===== config.mk =====
export PLATFORM = sky130hd
export DESIGN_NAME = slic_ctrl_debounce_regs
export DESIGN_NICKNAME = d
export VERILOG_FILES = /design/src/hdl/slic_ctrl_pkg.sv /design/src/hdl/slic_ctrl_debounce_regs.sv
export SDC_FILE = /design/constraint.sdc
export NUM_CORES = 1
export LEC_CHECK = 0
export BUFFER_PORTS_ARGS = -buffer_cell sky130_fd_sc_hd__buf_2
export CAP_MARGIN = 10
export CORE_AREA = 2 2 124 126
export CTS_CLUSTER_SIZE = 25
export DETAILED_ROUTE_END_ITERATION = 10
export DIE_AREA = 0 0 126 128
export HOLD_SLACK_MARGIN = 0.02
export SYNTH_ARGS = -nofsm -noshare
export SYNTH_HDL_FRONTEND = slang
export SYNTH_SLANG_ARGS = --single-unit

===== constraint.sdc =====
create_clock -name clk_i -period 6.1 [get_ports clk_i]
set_input_delay 0.61 -clock clk_i [delete_from_list [all_inputs] [get_ports clk_i]]
set_output_delay 0.61 -clock clk_i [all_outputs]
set_load 0.01 [all_outputs]

===== src/hdl/slic_ctrl_pkg.sv =====
package slic_ctrl_pkg;
  // register indices, byte address is index times four
  localparam logic [3:0] debounce_time_idx = 4'h4;
  localparam logic [3:0] ch1_level_ctrl_idx = 4'h5;
  localparam logic [3:0] line_if1_ctrl_status_idx = 4'h6;
  localparam logic [3:0] ch1_tone2_ctrl_a_idx = 4'h7;
  localparam logic [3:0] line_if2_ctrl_status_idx = 4'hd;
  localparam logic [3:0] irq_status_idx = 4'h8;
  localparam logic [3:0] irq_enable_idx = 4'h9;
  localparam logic [3:0] irq_clear_idx = 4'ha;
  localparam logic [3:0] pin_status_idx = 4'hb;
  // reset values
  localparam logic [7:0] debounce_time_rst = 8'h00;
  localparam logic [7:0] ch1_level_ctrl_rst = 8'h00;
  localparam logic [5:0] line_if1_ctrl_rst = 6'h00;
  localparam logic [7:0] ch1_tone2_ctrl_a_rst = 8'h00;
  localparam logic [1:0] irq_enable_rst = 2'h0;
  // field positions
  localparam int ch2_debounce_lsb = 4;
  localparam int ch1_debounce_lsb = 0;
  localparam int rx_level_lsb = 4;
  localparam int tx_level_lsb = 0;
  localparam logic [3:0] level_off_code = 4'hf;
  // timing
  localparam int clk_hz = 25000000;
  localparam int debounce_step_ms = 15;
  localparam int ms_tick_cycles = clk_hz / 1000;
  localparam int detmode_on_hold_us = 20;
  localparam int detmode_on_cycles = (clk_hz / 1000000) * detmode_on_hold_us;
  localparam int detmode_pd_hold_ns = 200;
  localparam int detmode_pd_cycles = (detmode_pd_hold_ns * (clk_hz / 1000000)) / 1000;
endpackage


===== src/hdl/slic_ctrl_debounce_regs.sv =====
`timescale 1ns/1ps
// Operation
// the debounce register holds a 4-bit hold code per channel, channel 2 high nibble, channel 1 low nibble.
// hold time is the code times 15 ms, from 0 to 225 ms.
// a high-to-low detect edge leaves the detect status and interrupt unchanged for the hold time.
// the debounce timer runs only while powerdown_n is high, regardless of power-saving bits.
// channel 1 receive level is the upper level nibble, 1 dB steps, all ones meaning off.
// channel 1 transmit level is the lower level nibble, same coding, all ones meaning off.
// the three operating mode pins follow their register bits.
// the switch control pin follows its bit, zero low for switch on.
// the battery select pin follows its bit, zero low for low battery.
// the detector mode pin follows its bit after 20 us powered, or 200 ns powered down.
// the interrupt output, once low, goes high only after both line-interface registers are read.
// the detect status bit reports the debounced detect input, zero meaning an event.
// the alarm status bit reports the thermal alarm input, zero meaning shutdown.
// writes to the two read-only status bit positions are ignored.
// debounce and detector-mode hold timers stay active in power-saving mode.
// a low powerdown_n overrides power saving, and registers stay readable and writable.
// hold time is counted in millisecond ticks and restarts on each new falling detect edge.
module slic_ctrl_debounce_regs #(
  parameter int ms_cycles = slic_ctrl_pkg::ms_tick_cycles
) (
  input wire logic clk_i,
  input wire logic rst_i,
  input wire logic [5:0] avs_address_i,
  input wire logic avs_read_i,
  input wire logic avs_write_i,
  input wire logic [31:0] avs_writedata_i,
  input wire logic [3:0] avs_byteenable_i,
  output logic [31:0] avs_readdata_o,
  output logic avs_waitrequest_o,
  input wire logic powerdown_n_i,
  input wire logic [1:0] chan_power_save_i,
  input wire logic [1:0] line_event_in_n_i,
  input wire logic li1_thermal_alarm_n_i,
  output logic [3:0] ch1_rx_level_o,
  output logic [3:0] ch1_tx_level_o,
  output logic ch1_rx_off_o,
  output logic ch1_tx_off_o,
  output logic li1_opmode_2_o,
  output logic li1_opmode_1_o,
  output logic li1_opmode_0_o,
  output logic li1_switch_ctl_o,
  output logic li1_battery_sel_o,
  output logic li1_detector_mode_o,
  output logic [7:0] ch1_tone2_ctrl_o,
  output logic [1:0] line_event_deb_o,
  output logic line_irq_n_o,
  output logic irq_o
);
  // register map, word index on address bits 5:2
  //   4  debounce hold codes, channel 2 in the high nibble
  //   5  channel 1 receive level high, transmit level low
  //   6  line interface 1 control, status in bits 1:0
  //   7  channel 1 second tone control, stored and copied out
  //   8  sticky event status, read only
  //   9  interrupt enable, same layout as the status
  //   a  interrupt clear, ones written clear status bits
  //   b  synchronised pin levels, for bring-up
  //   d  line interface 2 status, read only here
  // every other index reads zero and ignores writes

  // bus timing
  // a request is taken in the cycle that waitrequest is high
  // the answer follows one cycle later, always one wait state
  // writes land at the taking edge, reads load the data there
  // read data then stands until the next read is taken
  // only byte lane 0 carries register data

  // reset
  // reset is synchronous and puts every software register to zero
  // detect status comes out of reset as idle (high)
  // the alarm status comes out of reset as normal (high)
  // the line interrupt comes out of reset released
  // pins need two edges to pass the synchronisers

  // power
  // a low powerdown_n stops the millisecond tick
  // a running hold count then freezes, it does not restart
  // the channel power-saving inputs do not stop any timer
  // all registers stay readable and writable when powered down
  // the detector mode delay shortens while powered down

  // debounce
  // a falling detect level loads the hold time in ms
  // the status only goes low once the count runs out
  // a rising detect level releases the status at once
  // a new falling level restarts the hold from the top
  // code zero lets the falling level pass in one cycle
  // the count width covers the largest code times the step

  // line interrupt
  // set on any debounced falling event of either channel
  // released only after both line-interface status reads
  // reads made before the interrupt was set do not count
  // a new event while waiting forgets earlier reads
  // hazard: software must read both registers, in any order

  // sticky status and the level interrupt
  // bit 0 records a debounced event, bit 1 a thermal alarm
  // the alarm bit is set again each cycle the alarm stands
  // a set in the same cycle as a clear wins over the clear
  // irq_o is high while any enabled status bit is set

  // detector mode pin
  // the pin follows its bit only after the hold delay
  // a bit toggled back within the delay never reaches the pin
  // the delay counter restarts whenever pin and bit agree

  // limitation
  // line interface 2 control is not held in this block
  // its status word shows the debounced event and a fixed
  // normal alarm level, enough for the interrupt release

  typedef enum {idle_st, done_st} acc_type;


  logic [7:0] debounce_time_reg;
  logic [7:0] ch1_level_ctrl_reg;
  logic [5:0] li1_ctrl_reg;
  logic [7:0] ch1_tone2_reg;
  logic [1:0] irq_status_reg;
  logic [1:0] irq_enable_reg;
  logic [1:0] ev_meta_reg;
  logic [1:0] ev_sync_reg;
  logic pd_meta_reg;
  logic pd_sync_reg;
  logic alm_meta_reg;
  logic alm_sync_reg;
  logic [1:0] ev_prev_reg;
  logic [1:0] deb_reg;
  logic [15:0] tick_cnt_reg;
  logic [7:0] ms_left_reg [2];
  logic det_mode_reg;
  logic [9:0] det_hold_reg;
  logic line_irq_reg;
  logic rd1_seen_reg;
  logic rd2_seen_reg;
  acc_type acc_reg;
  logic [31:0] rdata_reg;


  // hold length in ms for a 4-bit code
  function automatic logic [7:0] hold_ms(input logic [3:0] code);
    hold_ms = 8'(code * debounce_step_ms_w());
  endfunction
  function automatic logic [7:0] debounce_step_ms_w();
    debounce_step_ms_w = 8'(slic_ctrl_pkg::debounce_step_ms);
  endfunction



  // bus decode
  wire [3:0] idx = avs_address_i[5:2];
  wire acc_go = (avs_read_i | avs_write_i) & (acc_reg == idle_st);
  wire wr_lo = acc_go & avs_write_i & avs_byteenable_i[0];
  wire rd_go = acc_go & avs_read_i;
  wire wr_deb = wr_lo & (idx == slic_ctrl_pkg::debounce_time_idx);
  wire wr_lvl = wr_lo & (idx == slic_ctrl_pkg::ch1_level_ctrl_idx);
  wire wr_li1 = wr_lo & (idx == slic_ctrl_pkg::line_if1_ctrl_status_idx);
  wire wr_tg = wr_lo & (idx == slic_ctrl_pkg::ch1_tone2_ctrl_a_idx);
  wire wr_ien = wr_lo & (idx == slic_ctrl_pkg::irq_enable_idx);
  wire wr_iclr = wr_lo & (idx == slic_ctrl_pkg::irq_clear_idx);
  wire rd_li1 = rd_go & (idx == slic_ctrl_pkg::line_if1_ctrl_status_idx);
  wire rd_li2 = rd_go & (idx == slic_ctrl_pkg::line_if2_ctrl_status_idx);
  assign avs_waitrequest_o = (avs_read_i | avs_write_i) & (acc_reg == idle_st);
  assign avs_readdata_o = rdata_reg;



  // read mux; line interface 2 exposes only its status bits here
  logic [7:0] rmux;
  always_comb begin
    case (idx)
      slic_ctrl_pkg::debounce_time_idx: rmux = debounce_time_reg;
      slic_ctrl_pkg::ch1_level_ctrl_idx: rmux = ch1_level_ctrl_reg;
      slic_ctrl_pkg::line_if1_ctrl_status_idx: rmux = {li1_ctrl_reg, deb_reg[0], alm_sync_reg};
      slic_ctrl_pkg::ch1_tone2_ctrl_a_idx: rmux = ch1_tone2_reg;
      slic_ctrl_pkg::line_if2_ctrl_status_idx: rmux = {6'h00, deb_reg[1], 1'b1};
      slic_ctrl_pkg::irq_status_idx: rmux = {6'h00, irq_status_reg};
      slic_ctrl_pkg::irq_enable_idx: rmux = {6'h00, irq_enable_reg};
      slic_ctrl_pkg::pin_status_idx: rmux = {5'h00, pd_sync_reg, ev_sync_reg};
      default: rmux = 8'h00;
    endcase
  end



  // two-cycle access: request seen, then answered
  always_ff @(posedge clk_i) begin
    if (rst_i) begin
      acc_reg <= idle_st;
      rdata_reg <= 32'h0;
    end else begin
      acc_reg <= acc_go ? done_st : idle_st;
      if (rd_go) rdata_reg <= {24'h0, rmux};
    end
  end



  // software registers, kept regardless of power state
  always_ff @(posedge clk_i) begin
    if (rst_i) begin
      debounce_time_reg <= slic_ctrl_pkg::debounce_time_rst;
      ch1_level_ctrl_reg <= slic_ctrl_pkg::ch1_level_ctrl_rst;
      li1_ctrl_reg <= slic_ctrl_pkg::line_if1_ctrl_rst;
      ch1_tone2_reg <= slic_ctrl_pkg::ch1_tone2_ctrl_a_rst;
      irq_enable_reg <= slic_ctrl_pkg::irq_enable_rst;
    end else begin
      if (wr_deb) debounce_time_reg <= avs_writedata_i[7:0];
      if (wr_lvl) ch1_level_ctrl_reg <= avs_writedata_i[7:0];
      if (wr_li1) li1_ctrl_reg <= avs_writedata_i[7:2];
      if (wr_tg) ch1_tone2_reg <= avs_writedata_i[7:0];
      if (wr_ien) irq_enable_reg <= avs_writedata_i[1:0];
    end
  end



  // pin synchronisers
  always_ff @(posedge clk_i) begin
    if (rst_i) begin
      ev_meta_reg <= 2'h3;
      ev_sync_reg <= 2'h3;
      pd_meta_reg <= 1'b0;
      pd_sync_reg <= 1'b0;
      alm_meta_reg <= 1'b1;
      alm_sync_reg <= 1'b1;
    end else begin
      ev_meta_reg <= line_event_in_n_i;
      ev_sync_reg <= ev_meta_reg;
      pd_meta_reg <= powerdown_n_i;
      pd_sync_reg <= pd_meta_reg;
      alm_meta_reg <= li1_thermal_alarm_n_i;
      alm_sync_reg <= alm_meta_reg;
    end
  end



  // millisecond tick, halted while powered down
  wire ms_tick = pd_sync_reg & (tick_cnt_reg == 16'(ms_cycles - 1));
  always_ff @(posedge clk_i) begin
    if (rst_i || !pd_sync_reg) tick_cnt_reg <= 16'h0;
    else if (ms_tick) tick_cnt_reg <= 16'h0;
    else tick_cnt_reg <= tick_cnt_reg + 16'h1;
  end



  // per-channel debounce: falling edges wait the hold time, rising edges pass at once
  wire [1:0] fall = ev_prev_reg & ~ev_sync_reg;
  wire [3:0] code_ch [2];
  assign code_ch[0] = debounce_time_reg[slic_ctrl_pkg::ch1_debounce_lsb +: 4];
  assign code_ch[1] = debounce_time_reg[slic_ctrl_pkg::ch2_debounce_lsb +: 4];
  genvar c;
  generate
    for (c = 0; c < 2; c++) begin : g_deb
      // power-saving bits deliberately ignored here
      always_ff @(posedge clk_i) begin
        if (rst_i) begin
          ms_left_reg[c] <= 8'h0;
          deb_reg[c] <= 1'b1;
          ev_prev_reg[c] <= 1'b1;
        end else begin
          ev_prev_reg[c] <= ev_sync_reg[c];
          if (ev_sync_reg[c]) begin
            deb_reg[c] <= 1'b1;
            ms_left_reg[c] <= 8'h0;
          end else if (fall[c]) begin
            ms_left_reg[c] <= hold_ms(code_ch[c]);
            if (code_ch[c] == 4'h0) deb_reg[c] <= 1'b0;
          end else if (ms_left_reg[c] != 8'h0) begin
            if (ms_tick) ms_left_reg[c] <= ms_left_reg[c] - 8'h1;
          end else begin
            deb_reg[c] <= 1'b0;
          end
        end
      end
    end
  endgenerate



  // detector mode pin follows its bit after the hold delay
  wire [9:0] det_hold_len = pd_sync_reg ? 10'(slic_ctrl_pkg::detmode_on_cycles)
                                        : 10'(slic_ctrl_pkg::detmode_pd_cycles);
  always_ff @(posedge clk_i) begin
    if (rst_i) begin
      det_mode_reg <= 1'b0;
      det_hold_reg <= 10'h0;
    end else if (det_mode_reg == li1_ctrl_reg[0]) begin
      det_hold_reg <= 10'h0;
    end else if (det_hold_reg >= det_hold_len - 10'h1) begin
      det_mode_reg <= li1_ctrl_reg[0];
      det_hold_reg <= 10'h0;
    end else begin
      det_hold_reg <= det_hold_reg + 10'h1;
    end
  end



  // line interrupt: set on debounced event, released after both reads
  wire [1:0] deb_fall;
  logic [1:0] deb_prev_reg;
  assign deb_fall = deb_prev_reg & ~deb_reg;
  always_ff @(posedge clk_i) begin
    if (rst_i) begin
      deb_prev_reg <= 2'h3;
      line_irq_reg <= 1'b0;
      rd1_seen_reg <= 1'b0;
      rd2_seen_reg <= 1'b0;
    end else begin
      deb_prev_reg <= deb_reg;
      if (deb_fall != 2'h0) begin
        line_irq_reg <= 1'b1;
        rd1_seen_reg <= 1'b0;
        rd2_seen_reg <= 1'b0;
      end else if ((rd1_seen_reg | rd_li1) & (rd2_seen_reg | rd_li2)) begin
        line_irq_reg <= 1'b0;
        rd1_seen_reg <= 1'b0;
        rd2_seen_reg <= 1'b0;
      end else if (line_irq_reg) begin
        rd1_seen_reg <= rd1_seen_reg | rd_li1;
        rd2_seen_reg <= rd2_seen_reg | rd_li2;
      end
    end
  end



  // sticky status: bit0 debounced event, bit1 thermal alarm; set wins
  always_ff @(posedge clk_i) begin
    if (rst_i) irq_status_reg <= 2'h0;
    else irq_status_reg <= (irq_status_reg & ~(wr_iclr ? avs_writedata_i[1:0] : 2'h0))
                           | {~alm_sync_reg, deb_fall != 2'h0};
  end



  // pin outputs
  assign li1_opmode_2_o = li1_ctrl_reg[5];
  assign li1_opmode_1_o = li1_ctrl_reg[4];
  assign li1_opmode_0_o = li1_ctrl_reg[3];
  assign li1_switch_ctl_o = li1_ctrl_reg[2];
  assign li1_battery_sel_o = li1_ctrl_reg[1];
  assign li1_detector_mode_o = det_mode_reg;
  assign ch1_rx_level_o = ch1_level_ctrl_reg[slic_ctrl_pkg::rx_level_lsb +: 4];
  assign ch1_tx_level_o = ch1_level_ctrl_reg[slic_ctrl_pkg::tx_level_lsb +: 4];
  assign ch1_rx_off_o = ch1_rx_level_o == slic_ctrl_pkg::level_off_code;
  assign ch1_tx_off_o = ch1_tx_level_o == slic_ctrl_pkg::level_off_code;
  assign ch1_tone2_ctrl_o = ch1_tone2_reg;
  assign line_event_deb_o = deb_reg;
  assign line_irq_n_o = ~line_irq_reg;
  assign irq_o = |(irq_status_reg & irq_enable_reg);
endmodule // slic_ctrl_debounce_regs


# [Word-level counts from Yosys, hierarchy flattened]
# Memory sizes are Yosys's and may differ from the RTL's.
# Index checks and enable logic that the tools add are counted.
[op_classes] add_sub_neg=5 multipliers=2 magnitude_cmp=1 n_eq_ne=17 mux=45 bitwise_logic=34 n_reduce_logical=18
[ops] cell="$pmux W8 S8" count=1
[ops] cell="$mux W8" count=6
[ops] cell="$mux W1" count=36
[ops] cell="$logic_not A32 Y1" count=1
[ops] cell="$eq A4 B4 Y1 const B" count=7
[ops] cell="$add A16 B1 Y16 const B" count=1
[ops] cell="$eq A16 B15 Y1 const B" count=1
[ops] cell="$eq A4 B3 Y1 const B" count=4
[ops] cell="$mul A4 B4 Y8 const B" count=2
[ops] cell="$reduce_bool A8 Y1" count=2
[ops] cell="$sub A8 B1 Y8 const B" count=2
[ops] cell="$and A1 B1 Y1" count=14
[ops] cell="$add A10 B1 Y10 const B" count=1
[ops] cell="$ge A10 B10 Y1" count=1
[ops] cell="$sub A9 B1 Y10 const B" count=1
[ops] cell="$mux W9" count=1
[ops] cell="$or A1 B1 Y1" count=9
[ops] cell="$and A2 B2 Y2" count=4
[ops] cell="$logic_not A4 Y1" count=2
[ops] cell="$reduce_or A2 Y1" count=4
[ops] cell="$not A2 Y2" count=3
[ops] cell="$reduce_and A2 Y1" count=3
[ops] cell="$reduce_or A3 Y1" count=2
[ops] cell="$ne A2 B1 Y1 const B" count=2
[ops] cell="other kinds (8)" count=12
[word_totals] reg_bits=118 mem_bits_rw=16 input_bits=52 word_cells=148 mem_count=1
[memory_table] memory="ms_left_reg" depth=2 word_bits=8 rd=2 rd_clocked_by_memory_dff=0 wr=2 line="slic_ctrl_debounce_regs.sv:133" rtl="logic [7:0] ms_left_reg [2];"

# [Logic depth before layout (Yosys ltp)]
# Gate-level depths: netlist of run 1.
[logic_depth] word_depth=9 mapped_depth=10 depth_no_buf=10

# [Worst setup path after synthesis of run 1]
# OpenSTA, ideal clock, no wires.
[synth_timing] path_type="register to register" from="register debounce_time_reg[2]" to="memory ms_left_reg[0][7] (data pin)" setup_ns=0.259 arrival_time_ns=2.587 path_slack_ns=3.255 stages_incl_launch_ff=9 path_buffers=0 path_cell_list="dfxtp_1 -> fa_1 -> fa_1 -> ha_1 -> a21o_1 -> a21o_1 -> a211oi_1 -> nor3_1 -> a211o_1"
[synth_rtl] item="start: declaration" line="slic_ctrl_debounce_regs.sv:118" rtl="logic [7:0] debounce_time_reg;"
[synth_rtl] item="start signal: assignment" line="slic_ctrl_debounce_regs.sv:205" rtl="debounce_time_reg <= slic_ctrl_pkg::debounce_time_rst;"
[synth_rtl] item="start signal: assignment" line="slic_ctrl_debounce_regs.sv:211" rtl="if (wr_deb) debounce_time_reg <= avs_writedata_i[7:0];"
[synth_rtl] item="end: declaration" line="slic_ctrl_debounce_regs.sv:133"

==> run metrics, run 1 <==
worst-margin pin slew=0.663 ns; crit path launch=debounce_time_reg[6]$_SDFFE_PP0P_; number of port buffers=57; total of max-cap violations=0; HP Start=ev_meta_reg[0]$_SDFF_PP1_; CTS tree=done; postcts setup bufs=0; Worst Path Arrival=3.20 ns; worst path cell trace=fa_1 -> fa_1 -> ha_1 -> a21o_1 -> a21o_1 -> a211oi_1 -> nor3_1 -> a211o_1; final HPWL from detailed placement=9720 um; Die H=roughly 130 um; #FFs+latches synth=103; Final Hold Vio Count=0; worst-skew pair later-pin latency=0.36 ns; routability cong.=0.830; worst r2r path cells=8; Post-Syn Instances=620; VDD IR max=0.124 mV; Die W=126 um; Slew headroom=55.8%; CORE AREA=0.0149 mm2; RSZ-0062 raised after global routing=no; grt peak-use layer=met2; Starting Density=38.9%; hold_ws=roughly 0.4 ns; Sink Count=roughly 100; synthesized cell area=0.00578 mm2; TritonRoute pass-1 iters=4; Via density=5.04; CTS buffer count=9; htree depth=3; die area=0.0161 mm2; GR met1 Demand/Resource=21.2%; M3 GR Usage=3.21%; Yosys cell types=55; vias=4334; top_reg_cell synth=dfxtp_1; status=complete, no violations; total power draw=1.35 mW; ratio of final minimum period to clock period=between 50% and 60%; Inst Count DP=844; P_leak=2.79 nW; Cell Rows=45; n_diodes=0; CP max-delay cell=fa_1; Post-CTS Hold Buffers=0; # IOs=113; number of DRC markers in iteration 0=220; Layout Nets=around 770; Root Buffer=clkbuf_16; share of cells above drive strength 1=between 10% and 20%; Post-synth EDFFs=16; Total Wirelength=approximately 13000 um; largest net degree at the start of global routing=57; Clock transition at path regs=0.07 ns; Crit. End Element=flop; GRT Residual Overflow=0; met2 Resource Use GR=28.1%; setup tns final=0 ns; Layout area overhead=11.0%; syn_area_per_cell=9.32 um2; Final Skew=0.00981 ns; area fraction of the dominant cell type after synthesis=30.1%; Non-Filler Instances=860; Final Max Slew Viols=0; Avg WL per Cell=15.2 um; DRC Markers=0; endpoints failing setup=0; RR Startpoint=debounce_time_reg[6]$_SDFFE_PP0P_; hold crit path type=flop to flop; clk buf depth=2; Tmin final=3.09 ns; Max Fclk=0.324 GHz; global-route wire length before repair=21500 um; Critical Path RT=between 6 and 7 ns; ANT nets after route=0; vias in the first global route=4211; CTS-repair resized insts=0; critical path fanouts, max=7; WHS Path Cells=1; synth warn=0; startpoint types=flop; largest cells by area after synthesis=dfxtp_1 30%, ha_1 8.7%, edfxtp_1 8.3%; Async S/R FF share, synth=0%; Global Route Usage Sum=16.7%; Crit path largest cell delay=0.52 ns; initial antenna violation count=0; Setup CP Type=flop to flop; sequential share of the synthesized area=38.4%; PwrDens=between 200 and 250 mW/mm2; cell taking the most area after synthesis=dfxtp_1
power by group:
part           total [mW]  internal, mW  leakage, nW  switching, mW
sequential          0.702         0.694        0.901        0.00747
clock               0.573         0.317        0.147          0.256
combinational      0.0780        0.0258         1.75         0.0522
per-layer routing:
| layer | vias to the layer above | wire length (um) | part of all wire [%] |
|---|---|---|---|
| met2 | 89 | 6180 | 47 |
| met4 | 0 | 287 | 2.2 |
| li1 | 2194 | - | - |
| met3 | 19 | 551 | 4.2 |
| met1 | 2032 | 6060 | 46 |
| met5 | - | 0 | 0 |
synthesized netlist by cell type (11+ instances only):
library cell,number
nor2_1,78
buf_4,24
or3_1,11
xnor2_1,21
edfxtp_1,16
a21oi_1,35
xor2_1,17
o21ai_0,11
inv_1,38
clkbuf_1,16
dfxtp_1,87
ha_1,40
mux2i_1,28
nand3_1,20
nand2_1,44
cell type report:
class                           count  area (um2)
Sequential cell                   103        2220
Clock buffer                       10         229
Inverter                           40         150
Fill cell                        1495        8450
Timing Repair Buffer               58         293
Multi-Input combinational cell    455        3230
Tap cell                          188         235
Clock inverter                      6        60.1
final timing paths:
path                                                   endpoint  slack [ns]
worst min register to register        ev_sync_reg[0]$_SDFF_PP1_        0.41
worst max-delay path            ms_left_reg[1][7]$_SDFFCE_PN0P_        3.01
worst min-delay path                  ev_sync_reg[0]$_SDFF_PP1_        0.41
worst max register to register  ms_left_reg[1][7]$_SDFFCE_PN0P_        3.01
critical path, delay by kind of cell (launching register included):
kind / cells / cell delay, ns
flip-flops: 1 / 0.50
adder cells (fa/ha/maj): 3 / 1.30
AND/OR/NAND/NOR: 1 / 0.10
AO/OA/AOI/OAI: 4 / 0.96
placed cells by master (no fill, tap or decap), drive strengths merged, types with 3 or more instances in the layout:
cell type  netlist  routed
or2              6       6
nor3             9       9
or3             11      11
nand2b           7       7
inv             38      39
nor3b            5       5
clkinv           2       6
o21ai           11      11
xnor2           21      21
mux4             6       6
nor2            79      79
nor4             6       6
nand2           44      44
buf             29      58
mux2i           28      28
a22oi            9       9
and4             3       3
ha              40      40
xor2            17      17
fa              10      10
a21o             7       7
clkbuf          16      10
dfxtp           87      87
a31oi            4       4
a211oi           5       5
conb             1      24
o41ai            3       3
edfxtp          16      16
nand4            3       3
nand3           22      22
a21oi           35      35
and3            10      10
nor2b            6       6
cells by family (layout without fill, tap and decap cells):
logic type	count (synthesis)	count (layout)	synth area share (%)
multiplexers	34	34	7.19
XOR/XNOR	38	38	5.76
adder cells (fa/ha/maj)	50	50	12.1
buffers and inverters	85	114	7.19
AND/OR/NAND/NOR	217	217	18.9
flip-flops	103	103	38.4
other	1	24	0.0649
AO/OA/AOI/OAI	92	92	10.3
metrics by stage:
step / utilization, % / instance area (um2) / setup WS, ns
global route: 43.2 / 6420 / 2.86
detailed placement: 41.2 / 6130 / 3.01
CTS: 43.2 / 6420 / 3.01
finish: 43.2 / 6420 / 3.01
floorplan: - / 5870 / 3.25
global placement: 41.2 / 6130 / 3.04
Note: power is estimated with default switching activity, not from simulation.
==> inputs of run 2 (changes only) <==
Clock period 6.1 ns to 3.13 ns, I/O delays scaled along.
==> run 2 against run 1 <==
Compared with the run above: worst setup slack worse by 2.9 ns; register-to-register slack worse by 2.9 ns; cell count is 0.93% higher; non-clock buffer count is 8 higher; core utilization is 0.44 points higher; die area stayed put.
==> run metrics, run 2 (synthesis gave the netlist of run 1 again) <==
status=complete, no violations; ratio of final minimum period to clock period=96.1%; Routed met3 length=622 um; htree depth=3; vias=roughly 4500; Starting Density=38.9%; RSZ-0062 raised after global routing=no; Setup CP Type=flop to flop; final design area excluding fillers=0.00648 mm2; VDD IR max=0.225 mV; number of port buffers=57; Max Fclk=0.333 GHz; Post-CTS Hold Buffers=0; Final Hold Vio Count=0; Avg WL per Cell=15.2 um; Placed Area=about 0.0062 mm2; final HPWL from detailed placement=~9900 um; initial antenna violation count=0; CTS buffer count=9; Worst Path Arrival=3.11 ns; total power draw=roughly 2.6 mW; Layout area overhead=12.2%; number of DRC markers in iteration 0=296; WHS Path Cells=2; postcts setup bufs=0; Total Wirelength=13200 um; GRT Residual Overflow=0; largest net degree at the start of global routing=31; Global Route Usage Sum=16.6%; worst-skew pair later-pin latency=0.35 ns; top routing layer in use=met4; Final Max Slew Viols=0; Cell Rows=45; die area=between 0.015 and 0.02 mm2; Final Skew=0.00660 ns; clk buf depth=2; Clock transition at path regs=0.07 ns; worst-margin pin slew=0.698 ns; Critical Path RT=3.23 ns; share of cells above drive strength 1=15.1%; P_leak=2.84 nW; Final Util=43.6%; startpoint types=flop; TritonRoute pass-1 iters=4; pre-CTS setup slack=~0.14 ns; Die H=128 um; hold crit path type=input pin to flop; Layout Nets=777; global-route wire length before repair=21500 um; ANT nets after route=0; Sink Count=between 100 and 150; wire length on met1=6050 um; PwrDens=407 mW/mm2; # IOs=113; Setup WS post-layout=about 0.12 ns; met2 routed WL=6390 um; critical path fanouts, max=5; most frequent cells in the layout=87 x dfxtp_1, 78 x nor2_1, 57 x buf_2; Via density=~5; Slew headroom=53.4%; Die W=126 um; endpoints failing setup=0; worst r2r path cells=8; DRC Markers=0; CTS-repair resized insts=0; Tmin final=3.01 ns; CORE AREA=0.0149 mm2; Root Buffer=clkbuf_16; total of max-cap violations=0; routability cong.=0.844; n_diodes=0; most common cell after layout, fill and taps aside=dfxtp_1; vias in the first global route=4352; setup tns final=0 ns; Crit. End Element=flop; CTS tree=done
## run 2: path summary, 6_finish.rpt
kind,from,end,slack (ns)
min reg2reg,alm_meta_reg$_SDFF_PP1_,alm_sync_reg$_SDFF_PP1_,0.41
max,debounce_time_reg[5]$_SDFFE_PP0P_,ms_left_reg[1][7]$_SDFFCE_PN0P_,0.12
min,li1_thermal_alarm_n_i,alm_meta_reg$_SDFF_PP1_,0.14
max reg2reg,debounce_time_reg[5]$_SDFFE_PP0P_,ms_left_reg[1][7]$_SDFFCE_PN0P_,0.12
## run 2: cell type report
class                           instances  area, um2
Fill cell                            1488       8380
Multi-Input combinational cell        455       3230
Sequential cell                       103       2220
Timing Repair Buffer                   66        353
Clock buffer                           12        268
Tap cell                              188        235
Inverter                               40        150
Clock inverter                          4       26.3
## run 2: report_power, final
part	internal, mW	switching (mW)
clock network	0.611	0.504
logic	0.0518	0.103
registers	1.35	0.0139
total	2.02	0.621
## run 2: critical path, stage by stage (launching register included)
cell,delay (ns)
dfxtp_1,0.43
fa_1,0.49
fa_1,0.47
ha_1,0.28
a21o_1,0.15
a21o_1,0.20
a211oi_1,0.35
nor3_1,0.11
a211o_1,0.27
## run 2: metal layers
metal / vias to the layer above / global-route usage, %
li1: 2208 / -
met5: - / 0
met3: 10 / 3.63
met4: 0 / 4.46
met1: 2136 / 21.5
met2: 113 / 28.3
## run 2: metrics by stage
stage          hold slack [ns]  cells
3_5_place_dp             0.398    852
4_1_cts                  0.131    868
2_1_floorplan            0.389    643
3_3_place_gp             0.395    852
6_report                 0.142    868
5_1_grt                  0.138    868
==> inputs of run 3 (changes only) <==
Settings changed: REMOVE_ABC_BUFFERS set to 1, SETUP_SLACK_MARGIN set to 0.3.
==> run 3 against run 2 <==
Compared with the run above: total power shrank 3.7%; clock power shrank 8%; via count shrank 0.45%; sequential cell count is the same; core utilization grew 0.18 points; global-route usage shrank 0.21 points; wire length shrank 1.7%; highest routed layer unchanged.
==> run metrics, run 3 (synthesis gave the netlist of run 1 again) <==
GRT Residual Overflow=0; Layout area overhead=12.6%; worst-skew pair later-pin latency=0.35 ns; Cell Rows=45; ratio of final minimum period to clock period=between 90% and 100%; switching part of the total=between 20% and 30%; htree depth=3; share of cells above drive strength 1=16.6%; TritonRoute pass-1 iters=4; Crit. End Element=flop; Root Buffer=clkbuf_16; die area=0.0161 mm2; Via density=5.09; met2 routed WL=around 6200 um; Final Max Slew Viols=0; CORE AREA=0.0149 mm2; Crit path largest cell delay=0.58 ns; total of max-cap violations=0; P_leak=2.85 nW; initial antenna violation count=0; largest net degree at the start of global routing=36; top routing layer in use=met4; Slew headroom=50.7%; Worst Path Arrival=2.96 ns; RR Startpoint=debounce_time_reg[4]$_SDFFE_PP0P_; setup tns final=0 ns; number of DRC markers in iteration 0=around 220; PwrDens=~400 mW/mm2; Tmin final=roughly 2.9 ns; Setup CP Type=flop to flop; crit path launch=debounce_time_reg[4]$_SDFFE_PP0P_; ANT nets after route=0; number of port buffers=57; global-route wire length before repair=approximately 21000 um; register share of total power=53.8%; total power draw=2.54 mW; CTS tree=done; Layout Nets=782; worst path cell trace=fa_1 -> fa_1 -> ha_1 -> a21o_1 -> a21o_1 -> a211oi_2 -> nor3_1 -> a211o_1; P_int=1.94 mW; routability cong.=0.831; vias in the first global route=4365; clk buf depth=2; VDD IR max=0.229 mV; Max Fclk=0.351 GHz; sw power=roughly 600 uW; status=complete, no violations; Final Hold Vio Count=0; Final Skew=0.00679 ns; Global Route Usage Sum=16.4%; wire length on met1=about 5900 um; Critical Path RT=3.24 ns; Post-CTS Hold Buffers=0; Sink Count=103; final HPWL from detailed placement=9640 um; worst-margin pin slew=0.739 ns; Logic pwr share=about 6.2%; most frequent cells in the layout=82 x dfxtp_1, 78 x nor2_1, 57 x buf_2; # IOs=113; DRC Markers=0; CP max-delay cell=fa_1; Clock power frac=between 40% and 50%; Avg WL per Cell=between 10 and 15 um; RSZ-0062 raised after global routing=yes; Starting Density=38.9%; Clock transition at path regs=0.07 ns; CTS buffer count=9; Layout fillers=~1500; endpoints failing setup=0; startpoint types=flop; hold crit path type=input pin to flop; HP Start=li1_thermal_alarm_n_i; Routed met3 length=a little under 600 um; n_diodes=0; Die W=around 130 um; vias=4447; Die H=128 um; Total Wirelength=13000 um; most common cell after layout, fill and taps aside=dfxtp_1; critical path fanouts, max=3
[run 3: layer usage]
metal	GRT usage, %	vias up
li1	-	2207
met1	20.7	2104
met2	27.8	119
met3	2.92	17
met4	7.11	0
met5	0	-
[run 3: power by group through the flow]
stage | clock (mW) | sequential, mW | combinational [mW]
3_3_place_gp | 0 | 1.40 | 0.153
2_1_floorplan | 0 | 1.39 | 0.0849
5_1_grt | 1.08 | 1.37 | 0.174
4_1_cts | 1.04 | 1.37 | 0.156
6_report | 1.02 | 1.37 | 0.157
3_5_place_dp | 0 | 1.40 | 0.155
[run 3: worst paths after layout]
path | endpoint | slack, ns | depth (start not counted)
min reg2reg | alm_sync_reg$_SDFF_PP1_ | 0.41 | 1
min | alm_meta_reg$_SDFF_PP1_ | 0.14 | 2
max | ms_left_reg[1][7]$_SDFFCE_PN0P_ | 0.28 | 8
max reg2reg | ms_left_reg[1][7]$_SDFFCE_PN0P_ | 0.28 | 8
[run 3: area by class of cell]
| class | count | area (um2) | share of cell area [%] |
|---|---|---|---|
| Timing Repair Buffer | 71 | 390 | 6.00 |
| Sequential cell | 103 | 2230 | 34.3 |
| Clock inverter | 4 | 22.5 | 0.346 |
| Tap cell | 188 | 235 | 3.61 |
| Inverter | 40 | 150 | 2.31 |
| Clock buffer | 12 | 236 | 3.63 |
| Multi-Input combinational cell | 455 | 3240 | 49.8 |
[run 3: timing repair]
item,4_1_cts,5_1_grt
gates cloned,0,0
pin swaps,2,5
setup endpoints to repair,2,3
gates resized for setup,5,5
setup buffers,0,4
endpoints found under the hold margin,0,0
[run 3: critical path, delay by kind of cell, from the launching register on]
kind / cells / cell delay, ns
AO/OA/AOI/OAI: 4 / 0.87
adder cells (fa/ha/maj): 3 / 1.32
flip-flops: 1 / 0.33
AND/OR/NAND/NOR: 1 / 0.09
[run 3: metrics by stage]
step	utilization [%]	hold WS, ns	cells	area, um2	setup slack, ns
after floorplan	-	0.382	598	5600	0.285
after global placement	41.7	0.393	853	6200	0.204
after detailed placement	41.7	0.396	853	6200	0.167
after CTS	43.5	0.135	869	6470	0.294
after global routing	43.8	0.145	873	6510	0.176
final	43.8	0.143	873	6510	0.279
